### src/verilog/rmrc_pkg.sv
package rmrc_pkg;

   // Register byte addresses
   localparam logic [7:0] OFF_OPERATION_CONTROL   = 8'h08;
   localparam logic [7:0] OFF_MODE_DEFINITION     = 8'h0C;
   localparam logic [7:0] OFF_BIT_RATE_DEFINITION = 8'h10;
   localparam logic [7:0] OFF_COMMAND_EVENTS      = 8'h14;
   localparam logic [7:0] OFF_STATUS              = 8'h18;

   // Register indices as printed
   localparam int IDX_OPERATION_CONTROL   = 2;
   localparam int IDX_MODE_DEFINITION     = 3;
   localparam int IDX_BIT_RATE_DEFINITION = 4;

   // Reset values
   localparam logic [7:0] RST_OPERATION_CONTROL   = 8'h00;
   localparam logic [7:0] RST_MODE_DEFINITION     = 8'h08;
   localparam logic [7:0] RST_BIT_RATE_DEFINITION = 8'h00;

   // Writable bit masks
   localparam logic [7:0] MASK_OPERATION_CONTROL = 8'hFC;
   localparam logic [7:0] MASK_MODE_DEFINITION   = 8'hF9;

   // Operation control field positions
   localparam int OC_READY       = 7;
   localparam int OC_RX_ENABLE   = 6;
   localparam int OC_ONE_CHANNEL = 5;
   localparam int OC_MANUAL_SEL  = 4;
   localparam int OC_TX_ENABLE   = 3;
   localparam int OC_WAKEUP      = 2;

   // Mode definition field positions
   localparam int MD_TARGET      = 7;
   localparam int MD_OM_HI       = 6;
   localparam int MD_OM_LO       = 3;
   localparam int MD_AUTO_RESP   = 0;

   // Command event register bit positions
   localparam int CE_SET_DEFAULT = 0;
   localparam int CE_FIELD_ON    = 1;
   localparam int CE_NORMAL_NFC  = 2;
   localparam int CE_TX_DONE     = 3;

   // Initiator operation modes
   localparam logic [3:0] OM_I_ACTIVE_PEER = 4'h0;
   localparam logic [3:0] OM_I_TYPE_A      = 4'h1;
   localparam logic [3:0] OM_I_TYPE_B      = 4'h2;
   localparam logic [3:0] OM_I_PROP_CARD   = 4'h3;
   localparam logic [3:0] OM_I_TYPE1_TAG   = 4'h4;
   localparam logic [3:0] OM_I_SUBC_STREAM = 4'hE;
   localparam logic [3:0] OM_I_BPSK_STREAM = 4'hF;
   // Target operation modes
   localparam logic [3:0] OM_T_ACTIVE_DET  = 4'h0;
   localparam logic [3:0] OM_T_ACTIVE_NORM = 4'h1;

   // Bit rate codes
   localparam logic [3:0] RATE_FC128 = 4'h0;
   localparam logic [3:0] RATE_FC8   = 4'h4;
   localparam logic [3:0] RATE_FC4   = 4'h5;
   localparam logic [3:0] RATE_FC2   = 4'h6;

   // Decoded control towards the front end
   typedef struct packed {
      logic       osc_reg_on;
      logic       rx_allowed;
      logic       tx_allowed;
      logic       am_channel_on;
      logic       pm_channel_on;
      logic       auto_channel;
      logic       wakeup_mode_on;
      logic       target_role;
      logic [3:0] operation_mode_code;
      logic [3:0] transmit_rate_code;
      logic [3:0] receive_rate_code;
   } rmrc_ctrl_t;

endpackage

### src/verilog/rmrc_top.sv
// Function
// - Ready bit powers oscillator and regulator
// - Receive enable bit gates all reception
// - One-channel bit picks channel by choice bit
// - Manual select bit turns off automatic channel choice
// - Transmit bit set by field-on, cleared after transmission in peer modes only
// - Wake-up bit enters wake-up mode
// - Operation control resets only at power-up
// - Role bit selects interpretation of mode
// - Mode and rate reset on set-default too
// - Initiator mode code map
// - Target mode code map
// - Unsupported mode disables transmit and receive
// - Auto response collision avoidance on field off
// - Transmit rate code fc/128 to fc/2
// - Receive rate code, same encoding
// - Very high transmit rates limited by mode, receive rates by code
// - Unsupported rate disables transmit and receive
// - Normal NFC command loads bit rate register
//
// The APB interface to the registers was decided locally.
`timescale 1ns/10ps
`default_nettype none

module rmrc_top
   import rmrc_pkg::*;
#(
   parameter logic [7:0] NORMAL_NFC_RATE = 8'h00
)(
   // Clock and reset
   input  wire logic        ref_clk_i,
   input  wire logic        arst_n_i,
   // APB slave
   input  wire logic        psel_i,
   input  wire logic        penable_i,
   input  wire logic        pwrite_i,
   input  wire logic [7:0]  paddr_i,
   input  wire logic [31:0] pwdata_i,
   input  wire logic [3:0]  pstrb_i,
   output logic      [31:0] prdata_o,
   output logic             pready_o,
   output logic             pslverr_o,
   // Front end events
   input  wire logic        channel_choice_i,
   input  wire logic        ext_field_off_i,
   input  wire logic        peer_mode_tx_done_i,
   // Front end control
   output rmrc_ctrl_t       ctrl_o,
   output logic             collision_resp_start_o
);

   logic [7:0] operation_control;
   logic [7:0] mode_definition;
   logic [7:0] bit_rate_definition;
   logic       field_seen_off;

   // Bus decode
   wire logic setup     = psel_i & ~penable_i;
   wire logic access    = psel_i & penable_i & pready_o;
   wire logic wr        = access & pwrite_i & pstrb_i[0];
   wire logic hit_oc    = paddr_i == OFF_OPERATION_CONTROL;
   wire logic hit_md    = paddr_i == OFF_MODE_DEFINITION;
   wire logic hit_br    = paddr_i == OFF_BIT_RATE_DEFINITION;
   wire logic hit_ce    = paddr_i == OFF_COMMAND_EVENTS;
   wire logic hit_st    = paddr_i == OFF_STATUS;
   wire logic mapped    = hit_oc | hit_md | hit_br | hit_ce | hit_st;
   wire logic [7:0] wd  = pwdata_i[7:0];

   // Command pulses written by software to the event register; transmit done also comes from the peer input
   wire logic cmd_set_default = wr & hit_ce & wd[CE_SET_DEFAULT];
   wire logic cmd_field_on    = wr & hit_ce & wd[CE_FIELD_ON];
   wire logic cmd_normal_nfc  = wr & hit_ce & wd[CE_NORMAL_NFC];
   wire logic tx_done_evt     = peer_mode_tx_done_i | (wr & hit_ce & wd[CE_TX_DONE]);

   // Fields
   wire logic       targ      = mode_definition[MD_TARGET];
   wire logic [3:0] om        = mode_definition[MD_OM_HI:MD_OM_LO];
   wire logic [3:0] tx_rate   = bit_rate_definition[7:4];
   wire logic [3:0] rx_rate   = bit_rate_definition[3:0];

   // Mode validity per role
   function automatic logic mode_ok(input logic t, input logic [3:0] code);
      if (t)
      begin
         mode_ok = (code == OM_T_ACTIVE_DET) | (code == OM_T_ACTIVE_NORM);
      end
      else
      begin
         mode_ok = (code <= OM_I_TYPE1_TAG) | (code == OM_I_SUBC_STREAM)
                 | (code == OM_I_BPSK_STREAM);
      end
   endfunction

   // Bit rate code within fc/128..fc/2
   function automatic logic rate_ok(input logic [3:0] code);
      rate_ok = code <= RATE_FC2;
   endfunction

   wire logic is_peer   = mode_ok(targ, om) & (om == OM_I_ACTIVE_PEER
                        | (targ & om == OM_T_ACTIVE_NORM));
   wire logic is_type_b = ~targ & (om == OM_I_TYPE_B);
   wire logic tx_vhbr   = tx_rate >= RATE_FC8;
   wire logic rx_vhbr   = rx_rate >= RATE_FC8;
   wire logic mode_good = mode_ok(targ, om);
   wire logic rate_good = rate_ok(tx_rate) & rate_ok(rx_rate)
                        & (~tx_vhbr | is_type_b)
                        & (~rx_vhbr | rx_rate == RATE_FC8 | rx_rate == RATE_FC4);
   wire logic txrx_ok   = mode_good & rate_good;

   // Operation control: power-up reset only, set-default leaves it alone
   always_ff @(posedge ref_clk_i or negedge arst_n_i)
   begin
      if (!arst_n_i)
         operation_control <= RST_OPERATION_CONTROL;
      else if (wr & hit_oc)
         operation_control <= wd & MASK_OPERATION_CONTROL;
      else if (cmd_field_on)
         operation_control[OC_TX_ENABLE] <= 1'b1;
      else if (tx_done_evt & is_peer)
         operation_control[OC_TX_ENABLE] <= 1'b0;
   end

   // Mode register: power-up and set-default
   always_ff @(posedge ref_clk_i or negedge arst_n_i)
   begin
      if (!arst_n_i)
         mode_definition <= RST_MODE_DEFINITION;
      else if (cmd_set_default)
         mode_definition <= RST_MODE_DEFINITION;
      else if (wr & hit_md)
         mode_definition <= wd & MASK_MODE_DEFINITION;
   end

   // Bit rate register: power-up, set-default, normal NFC command
   always_ff @(posedge ref_clk_i or negedge arst_n_i)
   begin
      if (!arst_n_i)
         bit_rate_definition <= RST_BIT_RATE_DEFINITION;
      else if (cmd_set_default)
         bit_rate_definition <= RST_BIT_RATE_DEFINITION;
      else if (cmd_normal_nfc)
         bit_rate_definition <= NORMAL_NFC_RATE;
      else if (wr & hit_br)
         bit_rate_definition <= wd;
   end

   // Decoded controls
   rmrc_ctrl_t next_ctrl;
   always_comb
   begin
      next_ctrl = '0;
      next_ctrl.osc_reg_on     = operation_control[OC_READY];
      next_ctrl.rx_allowed     = operation_control[OC_RX_ENABLE] & txrx_ok;
      next_ctrl.tx_allowed     = operation_control[OC_TX_ENABLE] & txrx_ok;
      next_ctrl.am_channel_on  = ~operation_control[OC_ONE_CHANNEL] | ~channel_choice_i;
      next_ctrl.pm_channel_on  = ~operation_control[OC_ONE_CHANNEL] | channel_choice_i;
      next_ctrl.auto_channel   = ~operation_control[OC_ONE_CHANNEL]
                               & ~operation_control[OC_MANUAL_SEL];
      next_ctrl.wakeup_mode_on = operation_control[OC_WAKEUP];
      next_ctrl.target_role    = targ;
      next_ctrl.operation_mode_code = om;
      next_ctrl.transmit_rate_code  = tx_rate;
      next_ctrl.receive_rate_code   = rx_rate;
   end

   // Field-off edge starts response collision avoidance
   wire logic next_coll = mode_definition[MD_AUTO_RESP] & ext_field_off_i
                        & ~field_seen_off;

   // Read mux
   wire logic [7:0] status = {4'h0, mode_good, rate_good, txrx_ok, field_seen_off};
   wire logic [7:0] rd = hit_oc ? operation_control :
                         hit_md ? mode_definition :
                         hit_br ? bit_rate_definition :
                         hit_st ? status : 8'h00;

   // Registered outputs and APB answer (no wait state)
   always_ff @(posedge ref_clk_i or negedge arst_n_i)
   begin
      if (!arst_n_i)
      begin
         ctrl_o                 <= '0;
         collision_resp_start_o <= 1'b0;
         field_seen_off         <= 1'b0;
         pready_o               <= 1'b0;
         pslverr_o              <= 1'b0;
         prdata_o               <= 32'h0000_0000;
      end
      else
      begin
         ctrl_o                 <= next_ctrl;
         collision_resp_start_o <= next_coll;
         field_seen_off         <= ext_field_off_i;
         pready_o               <= setup;
         pslverr_o              <= setup & ~mapped;
         prdata_o               <= setup & ~pwrite_i ? {24'h00_0000, rd} : 32'h0000_0000;
      end
   end

   // Unsupported configuration keeps transmit and receive off
   a_bad_cfg_blocks: assert property (@(posedge ref_clk_i) disable iff (!arst_n_i)
      !$past(txrx_ok) |-> !ctrl_o.tx_allowed && !ctrl_o.rx_allowed)
      else $error("tx or rx allowed with bad configuration");

   a_bad_rate_blocks: assert property (@(posedge ref_clk_i) disable iff (!arst_n_i)
      !$past(rate_good) |-> !ctrl_o.rx_allowed)
      else $error("rx allowed with bad rate");

   a_setdef_keeps_oc: assert property (@(posedge ref_clk_i) disable iff (!arst_n_i)
      cmd_set_default && !(wr && hit_oc) && !cmd_field_on && !tx_done_evt
      |=> $stable(operation_control))
      else $error("set default changed operation control");

   a_setdef_mode: assert property (@(posedge ref_clk_i) disable iff (!arst_n_i)
      cmd_set_default |=> mode_definition == RST_MODE_DEFINITION
                          && bit_rate_definition == RST_BIT_RATE_DEFINITION)
      else $error("set default did not restore mode or rate");

   a_field_on_tx: assert property (@(posedge ref_clk_i) disable iff (!arst_n_i)
      cmd_field_on |=> operation_control[OC_TX_ENABLE])
      else $error("field on did not set transmit enable");

   a_rx_gate: assert property (@(posedge ref_clk_i) disable iff (!arst_n_i)
      ctrl_o.rx_allowed |-> $past(operation_control[OC_RX_ENABLE]))
      else $error("receive allowed while disabled");

   a_coll_start: assert property (@(posedge ref_clk_i) disable iff (!arst_n_i)
      $rose(ext_field_off_i) && mode_definition[MD_AUTO_RESP] |=> collision_resp_start_o)
      else $error("collision avoidance not started");

   a_normal_nfc_load: assert property (@(posedge ref_clk_i) disable iff (!arst_n_i)
      cmd_normal_nfc && !cmd_set_default |=> bit_rate_definition == NORMAL_NFC_RATE)
      else $error("normal nfc did not load bit rate");

   a_unused_zero: assert property (@(posedge ref_clk_i) disable iff (!arst_n_i)
      operation_control[1:0] == 2'b00 && mode_definition[2:1] == 2'b00)
      else $error("unused bits not zero");

   a_ready_power: assert property (@(posedge ref_clk_i) disable iff (!arst_n_i)
      ##1 ctrl_o.osc_reg_on == $past(operation_control[OC_READY]))
      else $error("oscillator enable mismatch");

   a_osc_off: assert property (@(posedge ref_clk_i) disable iff (!arst_n_i)
      !operation_control[OC_READY] |=> !ctrl_o.osc_reg_on)
      else $error("oscillator on while ready bit clear");

   a_rx_off: assert property (@(posedge ref_clk_i) disable iff (!arst_n_i)
      !operation_control[OC_RX_ENABLE] |=> !ctrl_o.rx_allowed)
      else $error("receive allowed with enable clear");

   // Receive channel usage
   a_both_channels: assert property (@(posedge ref_clk_i) disable iff (!arst_n_i)
      !operation_control[OC_ONE_CHANNEL] |=> ctrl_o.am_channel_on && ctrl_o.pm_channel_on)
      else $error("a channel is off in two-channel use");

   a_one_channel: assert property (@(posedge ref_clk_i) disable iff (!arst_n_i)
      operation_control[OC_ONE_CHANNEL] |=> ctrl_o.am_channel_on != ctrl_o.pm_channel_on)
      else $error("one-channel use not exclusive");

   a_manual_sel: assert property (@(posedge ref_clk_i) disable iff (!arst_n_i)
      operation_control[OC_MANUAL_SEL] |=> !ctrl_o.auto_channel)
      else $error("automatic choice in manual mode");

   // Transmit enable clear and hold
   a_tx_clear_peer: assert property (@(posedge ref_clk_i) disable iff (!arst_n_i)
      tx_done_evt && is_peer && !(wr && hit_oc) && !cmd_field_on
      |=> !operation_control[OC_TX_ENABLE])
      else $error("transmit enable kept after peer transmission");

   a_tx_keep_other: assert property (@(posedge ref_clk_i) disable iff (!arst_n_i)
      peer_mode_tx_done_i && !is_peer && !(wr && hit_oc) && !cmd_field_on
      |=> $stable(operation_control))
      else $error("transmit enable cleared outside peer mode");

   a_wakeup_follow: assert property (@(posedge ref_clk_i) disable iff (!arst_n_i)
      1'b1 |=> ctrl_o.wakeup_mode_on == $past(operation_control[OC_WAKEUP]))
      else $error("wake-up output mismatch");

   // Role and mode decoding
   a_role_copy: assert property (@(posedge ref_clk_i) disable iff (!arst_n_i)
      1'b1 |=> ctrl_o.target_role == $past(targ)
               && ctrl_o.operation_mode_code == $past(om))
      else $error("role or mode code output mismatch");

   a_init_map: assert property (@(posedge ref_clk_i) disable iff (!arst_n_i)
      !targ && om == 4'h5 |-> !mode_good)
      else $error("unused initiator code accepted");

   a_target_map: assert property (@(posedge ref_clk_i) disable iff (!arst_n_i)
      targ && om > OM_T_ACTIVE_NORM |-> !mode_good)
      else $error("unused target code accepted");

   a_bad_mode_off: assert property (@(posedge ref_clk_i) disable iff (!arst_n_i)
      !mode_good |=> !ctrl_o.tx_allowed && !ctrl_o.rx_allowed)
      else $error("tx or rx allowed with bad mode");

   // Bit rate decoding
   a_tx_rate_copy: assert property (@(posedge ref_clk_i) disable iff (!arst_n_i)
      1'b1 |=> ctrl_o.transmit_rate_code == $past(tx_rate))
      else $error("transmit rate output mismatch");

   a_rx_rate_copy: assert property (@(posedge ref_clk_i) disable iff (!arst_n_i)
      1'b1 |=> ctrl_o.receive_rate_code == $past(rx_rate))
      else $error("receive rate output mismatch");

   a_vhbr_tx: assert property (@(posedge ref_clk_i) disable iff (!arst_n_i)
      tx_vhbr && !is_type_b |=> !ctrl_o.tx_allowed)
      else $error("very high transmit rate outside type B");

   a_vhbr_rx: assert property (@(posedge ref_clk_i) disable iff (!arst_n_i)
      rx_rate == RATE_FC2 |=> !ctrl_o.rx_allowed)
      else $error("receive at unsupported very high rate");

   a_unused_rate: assert property (@(posedge ref_clk_i) disable iff (!arst_n_i)
      tx_rate > RATE_FC2 |=> !ctrl_o.tx_allowed && !ctrl_o.rx_allowed)
      else $error("tx or rx allowed with unused rate code");

   // Collision avoidance pulse
   a_coll_pulse: assert property (@(posedge ref_clk_i) disable iff (!arst_n_i)
      collision_resp_start_o |=> !collision_resp_start_o)
      else $error("collision start longer than one cycle");

   a_coll_disabled: assert property (@(posedge ref_clk_i) disable iff (!arst_n_i)
      !mode_definition[MD_AUTO_RESP] |=> !collision_resp_start_o)
      else $error("collision start while disabled");

   // Register writes and ignored writes
   a_oc_write: assert property (@(posedge ref_clk_i) disable iff (!arst_n_i)
      wr && hit_oc |=> operation_control == ($past(wd) & MASK_OPERATION_CONTROL))
      else $error("operation control write mismatch");

   a_md_write: assert property (@(posedge ref_clk_i) disable iff (!arst_n_i)
      wr && hit_md |=> mode_definition == ($past(wd) & MASK_MODE_DEFINITION))
      else $error("mode write mismatch");

   a_br_write: assert property (@(posedge ref_clk_i) disable iff (!arst_n_i)
      wr && hit_br |=> bit_rate_definition == $past(wd))
      else $error("bit rate write mismatch");

   a_lane_ignored: assert property (@(posedge ref_clk_i) disable iff (!arst_n_i)
      access && pwrite_i && !pstrb_i[0]
      |=> $stable(mode_definition) && $stable(bit_rate_definition))
      else $error("write without lane zero took effect");

   a_unmapped_ignored: assert property (@(posedge ref_clk_i) disable iff (!arst_n_i)
      access && pwrite_i && !mapped
      |=> $stable(mode_definition) && $stable(bit_rate_definition))
      else $error("unmapped write took effect");

   // Bus answer timing and read data
   a_ready_after_setup: assert property (@(posedge ref_clk_i) disable iff (!arst_n_i)
      setup |=> pready_o)
      else $error("no ready after setup");

   a_err_only_ready: assert property (@(posedge ref_clk_i) disable iff (!arst_n_i)
      pslverr_o |-> pready_o)
      else $error("error flag without ready");

   a_err_unmapped: assert property (@(posedge ref_clk_i) disable iff (!arst_n_i)
      setup && !mapped |=> pslverr_o)
      else $error("unmapped address without error");

   a_rdata_quiet: assert property (@(posedge ref_clk_i) disable iff (!arst_n_i)
      !pready_o |-> prdata_o == 32'h0000_0000)
      else $error("read data outside answer cycle");

   a_oc_read: assert property (@(posedge ref_clk_i) disable iff (!arst_n_i)
      setup && !pwrite_i && hit_oc |=> prdata_o[7:0] == $past(operation_control))
      else $error("operation control read mismatch");

   a_md_read: assert property (@(posedge ref_clk_i) disable iff (!arst_n_i)
      setup && !pwrite_i && hit_md |=> prdata_o[7:0] == $past(mode_definition))
      else $error("mode read mismatch");

   a_br_read: assert property (@(posedge ref_clk_i) disable iff (!arst_n_i)
      setup && !pwrite_i && hit_br |=> prdata_o[7:0] == $past(bit_rate_definition))
      else $error("bit rate read mismatch");

   a_events_read_zero: assert property (@(posedge ref_clk_i) disable iff (!arst_n_i)
      setup && !pwrite_i && hit_ce |=> prdata_o == 32'h0000_0000)
      else $error("event register read not zero");

endmodule

`default_nettype wire
### config.mk
export PLATFORM = sky130hd
export DESIGN_NAME = rmrc_top
export DESIGN_NICKNAME = d
export VERILOG_FILES = /design/src/verilog/rmrc_pkg.sv /design/src/verilog/rmrc_top.sv
export SDC_FILE = /design/constraint.sdc
export NUM_CORES = 1
export LEC_CHECK = 0
export BUFFER_PORTS_ARGS = -buffer_cell sky130_fd_sc_hd__buf_2
export CAP_MARGIN = 20
export CORE_MARGIN = 4
export CORE_UTILIZATION = 45
export CTS_CLUSTER_SIZE = 20
export DETAILED_ROUTE_END_ITERATION = 6
export PLACE_DENSITY = 0.78
export SLEW_MARGIN = 5
export SYNTH_ARGS = -nofsm -noshare
export SYNTH_HDL_FRONTEND = slang
export SYNTH_SLANG_ARGS = --single-unit
### constraint.sdc
create_clock -name ref_clk_i -period 2.93 [get_ports ref_clk_i]
set_input_delay 0.293 -clock ref_clk_i [delete_from_list [all_inputs] [get_ports ref_clk_i]]
set_output_delay 0.293 -clock ref_clk_i [all_outputs]
set_load 0.05 [all_outputs]
## Word-level counts from Yosys, hierarchy flattened

Index checks and enable logic that the tools add are counted.

- Register bits after elaboration: 54
- Bits of input ports: 52
- Output and inout bits: 55
- Logic and storage cells: 106

- Muxes and demuxes: 14
- Equality and inequality tests: 11
- Reductions and logical operators: 4
- $lt $le $gt $ge: 5
- Bitwise operators: 52

Operator list:

| operator | count |
|---|---|
| $mux W8 | 9 |
| $and A1 B1 Y1 | 28 |
| $eq A8 B5 Y1 const B | 3 |
| $eq A8 B4 Y1 const B | 2 |
| $or A1 B1 Y1 | 14 |
| $le A4 B3 Y1 const B | 3 |
| $not A1 Y1 | 10 |
| $eq A4 B3 Y1 const B | 2 |
| $eq A4 B4 Y1 const B | 2 |
| $ge A4 B3 Y1 const B | 2 |
| $reduce_bool A3 Y1 | 2 |
| $eq A4 B1 Y1 const B | 1 |
| $eq A4 B2 Y1 const B | 1 |
| $logic_not A4 Y1 | 1 |
| $mux W1 | 4 |
| $mux W4 | 1 |
| $reduce_bool A2 Y1 | 1 |

## Logic depth before layout (Yosys ltp)

- Word-level depth: 11
- Mapped depth: 7
- Mapped depth without buffers: 5

## Least setup slack after synthesis

OpenSTA, ideal clock, no wires.

- Path kind: input port to flip-flop
- Start point: in paddr_i[5]
- End point: reg operation_control[2]
- Path slack: 0.775 ns
- Cell stages on the path: 6
- Arrival time: 2.030 ns
- Data required time: 2.805 ns
- Library setup time: 0.125 ns
- Path buffers: 2
- Path through: or3_1 -> buf_2 -> or4_4 -> buf_6 -> nor3_4 -> mux2_2

- Word-level cells in the longest chain between the ends: 2

RTL lines:

| what | RTL line | source |
|---|---|---|
| start, declared | rmrc_top.sv:37 | `input wire logic [7:0] paddr_i,` |
| $eq A8 B4 Y1 | rmrc_top.sv:61 | `wire logic hit_oc = paddr_i == OFF_OPERATION_CONTROL;` |
| $and A1 B1 Y1 | rmrc_top.sv:115 | `else if (wr & hit_oc)` |
| end signal, assigned | rmrc_top.sv:116 | `operation_control <= wd & MASK_OPERATION_CONTROL;` |
| end, declared | rmrc_top.sv:52 | `logic [7:0] operation_control;` |

Every way passes these cells.
A chain may end at the register's enable or synchronous reset.

## Final worst setup path

Same ends and word-level chain as after synthesis.

==> run summary <==
Status: finished clean
CP Capture Type: register
Unique cell type count in the Yosys netlist: 41
Max Clk Rate: 0.495 GHz
Std-Cell Rows: 25
Synthesized instance count: 201
PwrDens: 501 nW/um2
Final TNS setup: 0 ns
Mean number of vias per cell: 5.06
Placed instance area: 2540 um2
Worst Hold End: field_seen_off$_DFF_PN0_
Die Y: 79.5 um
DRC Markers: 0
CTS resizes: 0
Arr. time, crit path: 2.21 ns
Most common cell after layout, fill and taps aside: buf_2
Synth Area per Inst: 11.4 um2
Crit path required time: 3.12 ns
Min-Delay Path Class: in2reg
Port buffer count: 55
Via count: 1656
CTS Hold Bufs: 0
Synth-to-Final Area Change: 16.6%
First drt pass iteration count: 4
Initial Util: 47.5%
Vias in the first global route: 1491
Final WL: 4.54 mm
Grt total ovfl: 0
Largest net degree at the start of global routing: 53
Cell Area, Synth: 2300 um2
R2R setup slack: 1.03 ns
Post-CTS setup buffer count: 0
CTS Buf Count: 5
First-pass GRT wire length: 7.35 mm
MaxCap Viol Count: 0
RSZ-0062 raised after global routing: false
Crit share post-route: 68.9%
Final hold violation count: 0
Worst skew pair latency: 0.30 ns
Slew margin rel.: 59.0%
DR WL/cell: 13.9 um
Layout Skew: 0.00783 ns
Setup violators final: 0
Post-DP HPWL: 3.36 mm
Nets: 311
Number of synthesized register bits: 52
GPL Wtd Cong: 0.870
Worst reg2reg path startpoint: mode_definition[7]$_DFFE_PN0P_
CTS root buffer: clkbuf_8
Setup Crit Path Kind: in2reg
Fillers: 413
Cells on worst reg2reg path: 5
DRT antenna net count: 0
Hold path start: ext_field_off_i
Commonest cells after routing, fill and taps aside: buf_2 (55), dfrtp_1 (51), conb_1 (24)
GRT Resource Usage Total: 15.1%
Clock-pin slew of the registers on the worst-case setup and hold paths: 0.08 ns
Tmin final: 2.02 ns
Multi-input logic area: 851 um2
Iteration-0 DRC Markers: 185
Clk sink count: 52
Hold depth: 1
Setup WS pre-CTS: 0.595 ns
Antenna violations before repair: 0
Storage cell area: 1300 um2
Peak VDD IR: 236 uV
CP startpoint: paddr_i[5]
CP Launch Type: input pin
Synth Warn #: 0
CTS tree: built
IO Count: 107
Core Area: 4850 um2
Largest fanout on the critical path: 8
Lkg Pwr: 1.41 nW
Ratio of cells with drive above 1 in the final layout: 29.2%
Reg-to-Reg End: operation_control[3]$_DFFE_PN0P_
Final instance area: 2680 um2
Die width: 79.5 um
Die ar.: 6320 um2
Final worst slack: 0.911 ns
Post-synthesis sequential area ratio: 56.6%
Clock Tree Buf Depth: 2
Slew Viols, Final: 0
H-Tree Depth: 2
Worst slew pin tran: 0.599 ns
Antenna cell count: 0
-- cells by family after synthesis --
group                  Yosys count  synth area share, %
AND/OR/NAND/NOR                 71                 17.4
flip-flops                      52                 56.6
buffers and inverters           36                 10.2
AO/OA/AOI/OAI                   22                 7.12
multiplexers                    19                 8.54
other                            1                0.163
-- area by class of cell --
cell class,count,area share [%]
Sequential cell,52,48.5
Multi-Input combinational cell,136,31.7
Timing Repair Buffer,58,11.7
Tap cell,67,3.12
Clock buffer,6,2.70
Clock inverter,2,1.45
Inverter,6,0.839
-- Yosys cell counts (all sizes together) --
| master | n | area share [%] |
|---|---|---|
| or3 | 2 | 0.54 |
| nor3 | 4 | 2.3 |
| conb | 1 | 0.16 |
| dfstp | 1 | 1.1 |
| a211oi | 2 | 0.65 |
| o31ai | 1 | 0.33 |
| o22a | 1 | 0.38 |
| a22oi | 1 | 0.33 |
| buf | 26 | 8.5 |
| mux2 | 5 | 2.4 |
| and3 | 4 | 1.1 |
| a2111oi | 1 | 0.38 |
| a221oi | 1 | 0.38 |
| or2 | 1 | 0.27 |
| dfrtp | 51 | 55 |
| and2 | 1 | 0.27 |
| clkbuf | 4 | 0.65 |
| o221a | 1 | 0.49 |
| nand2b | 5 | 1.4 |
| nor4 | 3 | 0.82 |
| a32o | 1 | 0.44 |
| nand3 | 17 | 3.7 |
| or4 | 2 | 0.82 |
| a211o | 1 | 0.38 |
| nand2 | 6 | 0.98 |
| nor2 | 18 | 2.9 |
| o21a | 3 | 0.98 |
| o21ai | 3 | 0.65 |
| o31a | 1 | 0.38 |
| nor2b | 1 | 0.27 |
| a21oi | 3 | 0.65 |
| inv | 6 | 0.98 |
| a311oi | 1 | 0.38 |
| a21o | 1 | 0.33 |
| nand4b | 1 | 0.38 |
| mux2i | 14 | 6.1 |
| nand4 | 6 | 1.6 |
-- registers in the layout, indices dropped and copies added (netlist names) --
register,count
ctrl_o,20
field_seen_off,1
prdata_o,8
bit_rate_definition,8
operation_control,6
pslverr_o,1
pready_o,1
collision_resp_start_o,1
mode_definition,6
-- metrics by stage --
step           utilization (%)  total power [mW]  cells  hold WS, ns
6_report                  55.4              1.34    327        0.108
5_1_grt                   55.4              1.40    327       0.0926
4_1_cts                   54.7              1.35    325        0.108
3_5_place_dp              52.4             0.874    317        0.402
3_3_place_gp              52.4             0.873    317        0.386
2_1_floorplan                -             0.858    224     -0.00259
-- how the worst max path moves through the flow --
stage	end	slack [ns]	cells after the start
2_1_floorplan	operation_control[2]$_DFFE_PN0P_	0.77	6
3_3_place_gp	operation_control[7]$_DFFE_PN0P_	0.62	5
3_5_place_dp	operation_control[2]$_DFFE_PN0P_	0.59	5
4_1_cts	operation_control[2]$_DFFE_PN0P_	0.91	5
5_1_grt	operation_control[2]$_DFFE_PN0P_	0.88	5
6_report	operation_control[2]$_DFFE_PN0P_	0.91	5
-- power by group --
part	total (mW)	internal (mW)	switching, mW
sequential	0.722	0.720	0.00180
combinational	0.143	0.0243	0.119
clock	0.479	0.258	0.222
-- layer usage --
metal / wire length [um] / vias up / GRT usage, %
met5: 0 / - / 0
met4: 67 / 0 / 4.81
met3: 398 / 8 / 5.19
met2: 2230 / 79 / 25.1
met1: 1850 / 787 / 18.5
li1: - / 782 / -
-- critical path: stages --
cell	delay (ns)
buf_2	0.09
or3_1	0.45
or4_4	0.61
nor3_4	0.36
mux2_2	0.39
Note: power is estimated with default switching activity, not from simulation.
